`src/inc/otrb_consts.vh`:
```
/*
  Constants of the oscillator trim register bank: register indices,
  field positions, write masks, reset values and loader states.
  Assumes inclusion by bare name from the design files under src/.

// Behaviour
// - Factory test register written only in special mode
// - Temperature trim loads from flash after reset
// - Bit 7 enables offset, else field ignored
// - Temperature trim field is binary weighted
// - Temperature trim register always readable and writable
// - Oscillator trim writes ignored while protected
// - Trim write with PLL selected clears status
// - Oscillator trim pair loads from flash after reset
// - Tempco field bits 15-11, two codes disable
// - Frequency field bits 9-0, coarse upper four
// - Lower six frequency bits give fine trim
*/
`ifndef OTRB_CONSTS_VH
`define OTRB_CONSTS_VH

// Bus widths
`define OTRB_ADDR_W 12
`define OTRB_DATA_W 32
`define OTRB_IDX_W 10

// Register indices, byte address is four times the index
`define OTRB_IDX_TEST 10'h2F6
`define OTRB_IDX_TEMP 10'h2F7
`define OTRB_IDX_OSCH 10'h2F8
`define OTRB_IDX_OSCL 10'h2F9

// Register select codes
`define OTRB_SEL_NONE 3'h0
`define OTRB_SEL_TEST 3'h1
`define OTRB_SEL_TEMP 3'h2
`define OTRB_SEL_OSCH 3'h3
`define OTRB_SEL_OSCL 3'h4

// Write masks of implemented bits
`define OTRB_MASK_TEMP 8'h8F
`define OTRB_MASK_OSCH 8'hFB
`define OTRB_MASK_OSCL 8'hFF

// Reset values, those of the temperature and oscillator trims valid until the flash load completes
`define OTRB_RST_TEST 8'h00
`define OTRB_RST_TEMP 8'h00
`define OTRB_RST_OSC 16'h0000

// Field positions
`define OTRB_TEMP_EN_BIT 7
`define OTRB_TEMP_FLD_HI 3
`define OTRB_TEMP_FLD_W 4
`define OTRB_TC_HI 15
`define OTRB_TC_LO 11
`define OTRB_TC_SIGN_BIT 4
`define OTRB_TC_MAG_HI 3
`define OTRB_COARSE_HI 9
`define OTRB_COARSE_LO 6
`define OTRB_FINE_HI 5
`define OTRB_FINE_LO 0

// Nominal step sizes in tenths of a percent
`define OTRB_COARSE_STEP_PERMIL 60
`define OTRB_FINE_STEP_PERMIL 3

// Flash loader states
`define OTRB_LD_REQ 2'h0
`define OTRB_LD_SETTLE 2'h1
`define OTRB_LD_DONE 2'h2

`endif

```
`src/otrb_flash_loader.v`:
```
/*
  Flash trim loader: after reset release asks the flash for the trim
  words once and signals when they may be captured.
  Assumes the flash answers flash_ack while flash_req is high, with
  the trim words valid in that same cycle.
*/
`timescale 1ns/1ps
`include "otrb_consts.vh"

module otrb_flash_loader (
  // Clock and reset
  input wire pclk,
  input wire presetn,
  // Flash handshake
  input wire flash_ack,
  output wire flash_req,
  // Towards the register bank
  output wire load_strobe,
  output wire load_done
);

  reg [1:0] state_q;
  reg [1:0] state_d;

  // Request stands from reset release until the flash answers
  assign flash_req = (state_q == `OTRB_LD_REQ);
  assign load_strobe = flash_req & flash_ack;
  assign load_done = (state_q == `OTRB_LD_DONE);

  // Next state: one settle cycle lets loaded values reach read data
  always @* begin
    state_d = state_q;
    case (state_q)
      `OTRB_LD_REQ: begin
        if (flash_ack) begin
          state_d = `OTRB_LD_SETTLE;
        end
      end
      `OTRB_LD_SETTLE: begin
        state_d = `OTRB_LD_DONE;
      end
      default: begin
        state_d = `OTRB_LD_DONE;
      end
    endcase
  end

  // State register
  always @(posedge pclk or negedge presetn) begin
    if (!presetn) begin
      state_q <= `OTRB_LD_REQ;
    end else begin
      state_q <= state_d;
    end
  end

endmodule

```
`src/otrb_trim_bank.v`:
```
/*
  Oscillator trim register bank: factory test register, temperature
  sense trim and the 16-bit reference oscillator trim pair, reached
  over APB, the two trims loaded from flash after reset release.
  Assumes an APB master on pclk, chip mode, protection and PLL select
  levels from the rest of the clock unit, and a flash that answers
  the loader request once after reset.
*/
`timescale 1ns/1ps
`include "otrb_consts.vh"

module otrb_trim_bank (
  // Clock and reset
  input wire pclk,
  input wire presetn,
  // APB slave
  input wire psel,
  input wire penable,
  input wire pwrite,
  input wire [`OTRB_ADDR_W-1:0] paddr,
  input wire [`OTRB_DATA_W-1:0] pwdata,
  output wire pready,
  output reg [`OTRB_DATA_W-1:0] prdata,
  output reg pslverr,
  // Chip state
  input wire special_mode,
  input wire register_protect,
  input wire pll_select,
  // Flash trim fetch
  input wire flash_ack,
  input wire [7:0] flash_temp_trim,
  input wire [15:0] flash_osc_trim,
  output wire flash_req,
  // Status clears towards the clock unit
  output reg pll_lock_clear,
  output reg osc_up_flag_clear,
  // Factory test control
  output reg [7:0] factory_test_out,
  // Temperature sense trim
  output reg temp_offset_enable,
  output reg [3:0] temp_trim_field,
  output reg [4:0] temp_threshold_voltage,
  // Reference oscillator trim
  output reg [4:0] tempco_trim_field,
  output reg tempco_comp_on,
  output reg [9:0] freq_trim_field,
  output reg [3:0] freq_coarse_trim,
  output reg [5:0] freq_fine_trim
);

  // Register storage
  reg [7:0] test_q;
  reg [7:0] temp_q;
  reg [15:0] osc_q;

  // Next values
  reg [7:0] test_d;
  reg [7:0] temp_d;
  reg [15:0] osc_d;

  // Bus side state
  wire load_strobe;
  wire load_done;
  wire [2:0] setup_sel;
  wire [2:0] acc_sel;
  wire setup_phase;
  wire wr_fire;
  wire wr_test;
  wire wr_temp;
  wire wr_osch;
  wire wr_oscl;
  wire osc_wr_ok;
  wire status_clr;
  reg [7:0] rd_byte;

  // Temperature threshold build-up
  wire [`OTRB_TEMP_FLD_W-1:0] temp_eff;
  wire [4:0] weight_sum [0:`OTRB_TEMP_FLD_W];

  // Maps a byte address onto a register select code
  function [2:0] reg_sel;
    input [`OTRB_ADDR_W-1:0] addr;
    reg [`OTRB_IDX_W-1:0] idx;
    begin
      idx = addr[`OTRB_ADDR_W-1:2];
      if (addr[1:0] != 2'h0) begin
        reg_sel = `OTRB_SEL_NONE;
      end else if (idx == `OTRB_IDX_TEST) begin
        reg_sel = `OTRB_SEL_TEST;
      end else if (idx == `OTRB_IDX_TEMP) begin
        reg_sel = `OTRB_SEL_TEMP;
      end else if (idx == `OTRB_IDX_OSCH) begin
        reg_sel = `OTRB_SEL_OSCH;
      end else if (idx == `OTRB_IDX_OSCL) begin
        reg_sel = `OTRB_SEL_OSCL;
      end else begin
        reg_sel = `OTRB_SEL_NONE;
      end
    end
  endfunction

  // Trim fetch after reset release
  otrb_flash_loader u_loader (
    .pclk(pclk),
    .presetn(presetn),
    .flash_ack(flash_ack),
    .flash_req(flash_req),
    .load_strobe(load_strobe),
    .load_done(load_done)
  );

  // Bus is stalled until the trim words are in place
  assign pready = load_done;

  // Decode in setup for read data, in access for writes
  assign setup_phase = psel & ~penable;
  assign setup_sel = reg_sel(paddr);
  assign acc_sel = reg_sel(paddr);
  assign wr_fire = psel & penable & pwrite & pready;

  // Per register write strobes
  assign wr_test = wr_fire & (acc_sel == `OTRB_SEL_TEST) & special_mode;
  assign wr_temp = wr_fire & (acc_sel == `OTRB_SEL_TEMP);
  assign osc_wr_ok = wr_fire & ~register_protect;
  assign wr_osch = osc_wr_ok & (acc_sel == `OTRB_SEL_OSCH);
  assign wr_oscl = osc_wr_ok & (acc_sel == `OTRB_SEL_OSCL);

  // Effective trim write with PLL selected clears lock and up flags
  assign status_clr = (wr_osch | wr_oscl) & pll_select;

  // Factory test register next value
  always @* begin
    test_d = test_q;
    if (wr_test) begin
      test_d = pwdata[7:0];
    end
  end

  // Temperature trim next value, flash load ahead of any write
  always @* begin
    temp_d = temp_q;
    if (load_strobe) begin
      temp_d = flash_temp_trim & `OTRB_MASK_TEMP;
    end else if (wr_temp) begin
      temp_d = pwdata[7:0] & `OTRB_MASK_TEMP;
    end
  end

  // Oscillator trim pair next value
  always @* begin
    osc_d = osc_q;
    if (load_strobe) begin
      osc_d = flash_osc_trim & {`OTRB_MASK_OSCH, `OTRB_MASK_OSCL};
    end else begin
      if (wr_osch) begin
        osc_d[15:8] = pwdata[7:0] & `OTRB_MASK_OSCH;
      end
      if (wr_oscl) begin
        osc_d[7:0] = pwdata[7:0] & `OTRB_MASK_OSCL;
      end
    end
  end

  // Register storage update
  always @(posedge pclk or negedge presetn) begin
    if (!presetn) begin
      test_q <= `OTRB_RST_TEST;
      temp_q <= `OTRB_RST_TEMP;
      osc_q <= `OTRB_RST_OSC;
    end else begin
      test_q <= test_d;
      temp_q <= temp_d;
      osc_q <= osc_d;
    end
  end

  // Read multiplexer, reserved bits already held at zero
  always @* begin
    rd_byte = 8'h00;
    if (setup_sel == `OTRB_SEL_TEST) begin
      rd_byte = test_q;
    end else if (setup_sel == `OTRB_SEL_TEMP) begin
      rd_byte = temp_q;
    end else if (setup_sel == `OTRB_SEL_OSCH) begin
      rd_byte = osc_q[15:8];
    end else if (setup_sel == `OTRB_SEL_OSCL) begin
      rd_byte = osc_q[7:0];
    end
  end

  // Read data and error flag captured in every setup cycle
  always @(posedge pclk or negedge presetn) begin
    if (!presetn) begin
      prdata <= {`OTRB_DATA_W{1'b0}};
      pslverr <= 1'b0;
    end else if (setup_phase) begin
      prdata <= {{(`OTRB_DATA_W-8){1'b0}}, rd_byte};
      pslverr <= (setup_sel == `OTRB_SEL_NONE);
    end
  end

  // Status clear pulses, one cycle long, set at the write edge
  always @(posedge pclk or negedge presetn) begin
    if (!presetn) begin
      pll_lock_clear <= 1'b0;
      osc_up_flag_clear <= 1'b0;
    end else begin
      pll_lock_clear <= status_clr;
      osc_up_flag_clear <= status_clr;
    end
  end

  // Offset field only counts while the offset is enabled
  assign temp_eff = temp_q[`OTRB_TEMP_EN_BIT] ?
    temp_q[`OTRB_TEMP_FLD_HI:0] : {`OTRB_TEMP_FLD_W{1'b0}};

  // Each trim bit adds twice the step of the bit below it
  assign weight_sum[0] = 5'h00;
  genvar gi;
  generate
    for (gi = 0; gi < `OTRB_TEMP_FLD_W; gi = gi + 1) begin : g_weight
      assign weight_sum[gi+1] = weight_sum[gi] +
        (temp_eff[gi] ? (5'h01 << gi) : 5'h00);
    end
  endgenerate

  // Temperature sense controls
  always @(posedge pclk or negedge presetn) begin
    if (!presetn) begin
      temp_offset_enable <= 1'b0;
      temp_trim_field <= 4'h0;
      temp_threshold_voltage <= 5'h00;
    end else begin
      temp_offset_enable <= temp_q[`OTRB_TEMP_EN_BIT];
      temp_trim_field <= temp_q[`OTRB_TEMP_FLD_HI:0];
      temp_threshold_voltage <= weight_sum[`OTRB_TEMP_FLD_W];
    end
  end

  // Reference oscillator controls
  always @(posedge pclk or negedge presetn) begin
    if (!presetn) begin
      tempco_trim_field <= 5'h00;
      tempco_comp_on <= 1'b0;
      freq_trim_field <= 10'h000;
      freq_coarse_trim <= 4'h0;
      freq_fine_trim <= 6'h00;
    end else begin
      tempco_trim_field <= osc_q[`OTRB_TC_HI:`OTRB_TC_LO];
      // Magnitude zero means nominal coefficient, compensation off
      tempco_comp_on <= |osc_q[`OTRB_TC_LO+`OTRB_TC_MAG_HI:`OTRB_TC_LO];
      freq_trim_field <= osc_q[`OTRB_COARSE_HI:0];
      freq_coarse_trim <= osc_q[`OTRB_COARSE_HI:`OTRB_COARSE_LO];
      freq_fine_trim <= osc_q[`OTRB_FINE_HI:`OTRB_FINE_LO];
    end
  end

  // Factory test control output
  always @(posedge pclk or negedge presetn) begin
    if (!presetn) begin
      factory_test_out <= `OTRB_RST_TEST;
    end else begin
      factory_test_out <= test_q;
    end
  end

endmodule

```
`config.mk`:
```
export PLATFORM = sky130hd
export DESIGN_NAME = otrb_trim_bank
export DESIGN_NICKNAME = d
export VERILOG_FILES = /design/src/otrb_flash_loader.v /design/src/otrb_trim_bank.v
export VERILOG_INCLUDE_DIRS = /design/src /design/src/inc
export SDC_FILE = /design/constraint.sdc
export NUM_CORES = 1
export LEC_CHECK = 0
export ABC_AREA = 0
export BUFFER_PORTS_ARGS = -buffer_cell sky130_fd_sc_hd__clkbuf_2
export CORE_MARGIN = 1
export CORE_UTILIZATION = 40
export CTS_BUF_LIST = sky130_fd_sc_hd__clkbuf_4 sky130_fd_sc_hd__clkbuf_8
export DETAILED_ROUTE_END_ITERATION = 8
export PLACE_DENSITY_LB_ADDON = 0.2
export SLEW_MARGIN = 20
export SYNTH_ARGS = -nofsm -noshare
export SYNTH_HDL_FRONTEND = slang
export SYNTH_SLANG_ARGS = --single-unit
export TNS_END_PERCENT = 30
```
`constraint.sdc`:
```
create_clock -name pclk -period 2 [get_ports pclk]
set_clock_uncertainty 0.1 [all_clocks]
set_input_delay 0.1 -clock pclk [delete_from_list [all_inputs] [get_ports pclk]]
set_output_delay 0.1 -clock pclk [all_outputs]
set_load 0.02 [all_outputs]
```
==> flow_metrics.tcl <==
set metrics [dict create \
    slew_viol_final 0 \
    grt.total_usage_pct 19.4 \
    setup_slack_ns -0.0595 \
    first_pass_iters 5 \
    worstPathRequired_ns 2.11 \
    setup_viol 15 \
    clk_path_buf_depth 2 \
    hold_class "in2reg" \
    synthCells 291 \
    ant_nets 0 \
    grt_overflow 0 \
    fin_crit_ns 2.06 \
    grt_pass1_vias 2398 \
    die-area_mm2 0.00826 \
    ys_seq_area_share_pct 57.8 \
    die_h_um 90.9 \
    yosys.area.top_type_share_pct 57.8 \
    synth.distinct_cells 33 \
    cts_root_buf "clkbuf_8" \
    tightest_slew_ns 0.527 \
    antenna_found_initial 0 \
    hold_viol 0 \
    drive_gt1_share_pct 37.6 \
    reg2reg_slack_ns -0.06 \
    yosysTopAreaCell "dfrtp_1" \
    start_kind "flip-flop" \
    rsz0062_at_grt "true" \
    drc_errors 0 \
    cts_post_setup_buffers_inserted 0 \
    core_area_mm2 0.00769 \
    diodes 0 \
    grt_pass1_wl_um 12200 \
    synth_warnings 0 \
    power.density_mw_per_mm2 1000 \
    rows 32 \
    crit_type "reg2reg" \
    drt-initial-drc-count 244 \
    viasPerCell 4.97 \
    initial_core_util_pct 41.1 \
    maxSlewHeadroom_pct 64.7 \
    nFillCells 694 \
    cts-buffers-inserted 9 \
    finalCritPeriodShare_pct 103 \
    vdd_drop_max_uv 358 \
    cts_sinks 73 \
    worstPathArrival_ns 2.17 \
    placed_cell_area_mm2 0.00372 \
    die_w_um 90.9 \
    violations "negative setup slack" \
    end_kind "flip-flop" \
    avgSynthCellArea_um2 10.9 \
    layout.nets 503 \
    htree_levels 3 \
    fin_area_mm2 0.00434 \
    ys_seq_elements 73 \
    clk_latency_ns 0.34 \
    wire_per_inst_um 15.1 \
    syn_area_mm2 0.00316 \
    path_max_fanout 8 \
    maxCapViolations 0 \
    status "finished with violations" \
    vias 2647 \
    hpwl_um 5480 \
    port_buffers 104 \
    grt_max_degree 74 \
    worst_hold_slack_ns 0.0967 \
    gp_congestion 0.792 \
    ios 158 \
    synth.area.top_cells "dfrtp_1, buf_4, o21ai_0, a31oi_1, mux2_2" \
    cts_tree "built" \
    routed_wl_um 8050 \
    p_leak_nw 2.03 \
    fmax_mhz 486 \
    syn_to_final_growth_pct 37.3 \
    clk_pin_slew_ns 0.07 \
]
sequential cells by signal, indices dropped and copies added (netlist names), 2 cells and up:
signal                  flops
prdata                      8
u_loader.state_q            2
freq_fine_trim              5
temp_threshold_voltage      4
test_q                      8
factory_test_out            8
temp_q                      5
osc_q                      15
tempco_trim_field           5
temp_trim_field             4
freq_coarse_trim            4
power by group:
part | total (mW) | internal [mW] | leakage, nW | switching (mW)
clock network | 1.31 | 0.784 | 0.112 | 0.525
logic | 1.04 | 0.393 | 1.05 | 0.651
registers | 2.01 | 1.78 | 0.875 | 0.224
total | 4.36 | 2.96 | 2.03 | 1.40
final cells by class:
class | count | area [µm²] | area share, %
clock buffer | 12 | 159 | 3.66
clock inverter | 4 | 75.1 | 1.73
inverter | 4 | 15.0 | 0.346
multi-input combinational | 186 | 1140 | 26.3
sequential | 73 | 1830 | 42.1
tap | 102 | 128 | 2.94
timing repair buffer | 152 | 996 | 22.9
cells in the mapped netlist, drive strengths merged:
cell type / count
nand2b: 5
nor3b: 1
clkinv: 1
a21oi: 12
o21a: 5
o31ai: 1
or4b: 1
nand2: 10
and2: 4
dfrtp: 73
mux2: 8
and3b: 1
nor2: 22
clkbuf: 14
and3: 1
nor3: 2
inv: 3
nand4: 6
o21ai: 33
or4bb: 1
a31oi: 20
conb: 1
nand3: 4
a22oi: 8
a22o: 3
nor4bb: 1
or4: 3
buf: 38
nand4b: 7
nor4: 2
cell families after synthesis:
logic type | Yosys count | share of synthesized area [%]
buffers and inverters | 56 | 11.0
DFF | 73 | 57.8
and+or+nand+nor | 71 | 13.0
muxes | 8 | 2.85
other | 1 | 0.119
AOI/OAI and AO/OA | 82 | 15.2
cells in the final DEF (no fill, tap or decap), drive strengths merged, types with 2 or more instances in the layout:
cell         instances
a21oi               12
a22o                 3
a22oi                8
a31oi               20
and2                 4
buf                 19
bufinv               2
clkbuf             115
clkinvlp             2
conb                25
dfrtp               73
dlygate4sd3         30
inv                  3
mux2                 8
nand2               10
nand2b               5
nand3                4
nand4                6
nand4b               7
nor2                22
nor3                 2
nor4                 2
o21a                 5
o21ai               33
or4                  3
worst max-delay path, stage by stage (launching register included):
cell	delay, ns
dfrtp_1	0.40
or4bb_1	0.51
or4_4	0.54
buf_8	0.17
o21ai_2	0.10
a31oi_1	0.10
per-layer routing:
metal | up-vias | global-route usage, % | share of wire, %
met2 | 154 | 28.7 | 44
li1 | 1245 | - | -
met1 | 1230 | 28.0 | 46
met4 | 0 | 7.54 | 2.1
met5 | - | 0 | 0
met3 | 18 | 3.87 | 7.9
metrics by stage:
step / TNS, ns / std cells / power (mW) / utilization [%] / setup slack, ns
final: -0.605 / 533 / 4.36 / 56.5 / -0.0595
after global routing: -1.46 / 533 / 4.55 / 56.5 / -0.134
after CTS: -1.05 / 532 / 4.38 / 56.1 / -0.0857
after detailed placement: -2.53 / 485 / 2.99 / 48.4 / -0.163
after global placement: -1.94 / 485 / 2.97 / 48.4 / -0.124
after floorplan: -2.72 / 315 / 2.67 / - / -0.205
path summary, 6_finish.rpt:
| kind | startpoint | depth (start not counted) | to |
|---|---|---|---|
| min in group asynchronous | presetn | 3 | tempco_trim_field[3] |
| min reg2reg | test_q[7] | 0 | factory_test_out[7] |
| max reg2reg | u_loader.state_q[0] | 5 | osc_q[9] |
| max in group asynchronous | presetn | 3 | prdata[2] |
| max | u_loader.state_q[0] | 5 | osc_q[9] |
| min | paddr[4] | 4 | osc_q[8] |
what timing repair did:
| item | in CTS | in global routing |
|---|---|---|
| endpoints found under the hold margin | 102 | 0 |
| hold buffers | 30 | 0 |
| gates cloned | 1 | 1 |
| pin swaps | 18 | 6 |
| gates resized for setup | 29 | 8 |
| setup endpoints to repair | 23 | 23 |
No activity file was read; power rests on OpenSTA's default activity.
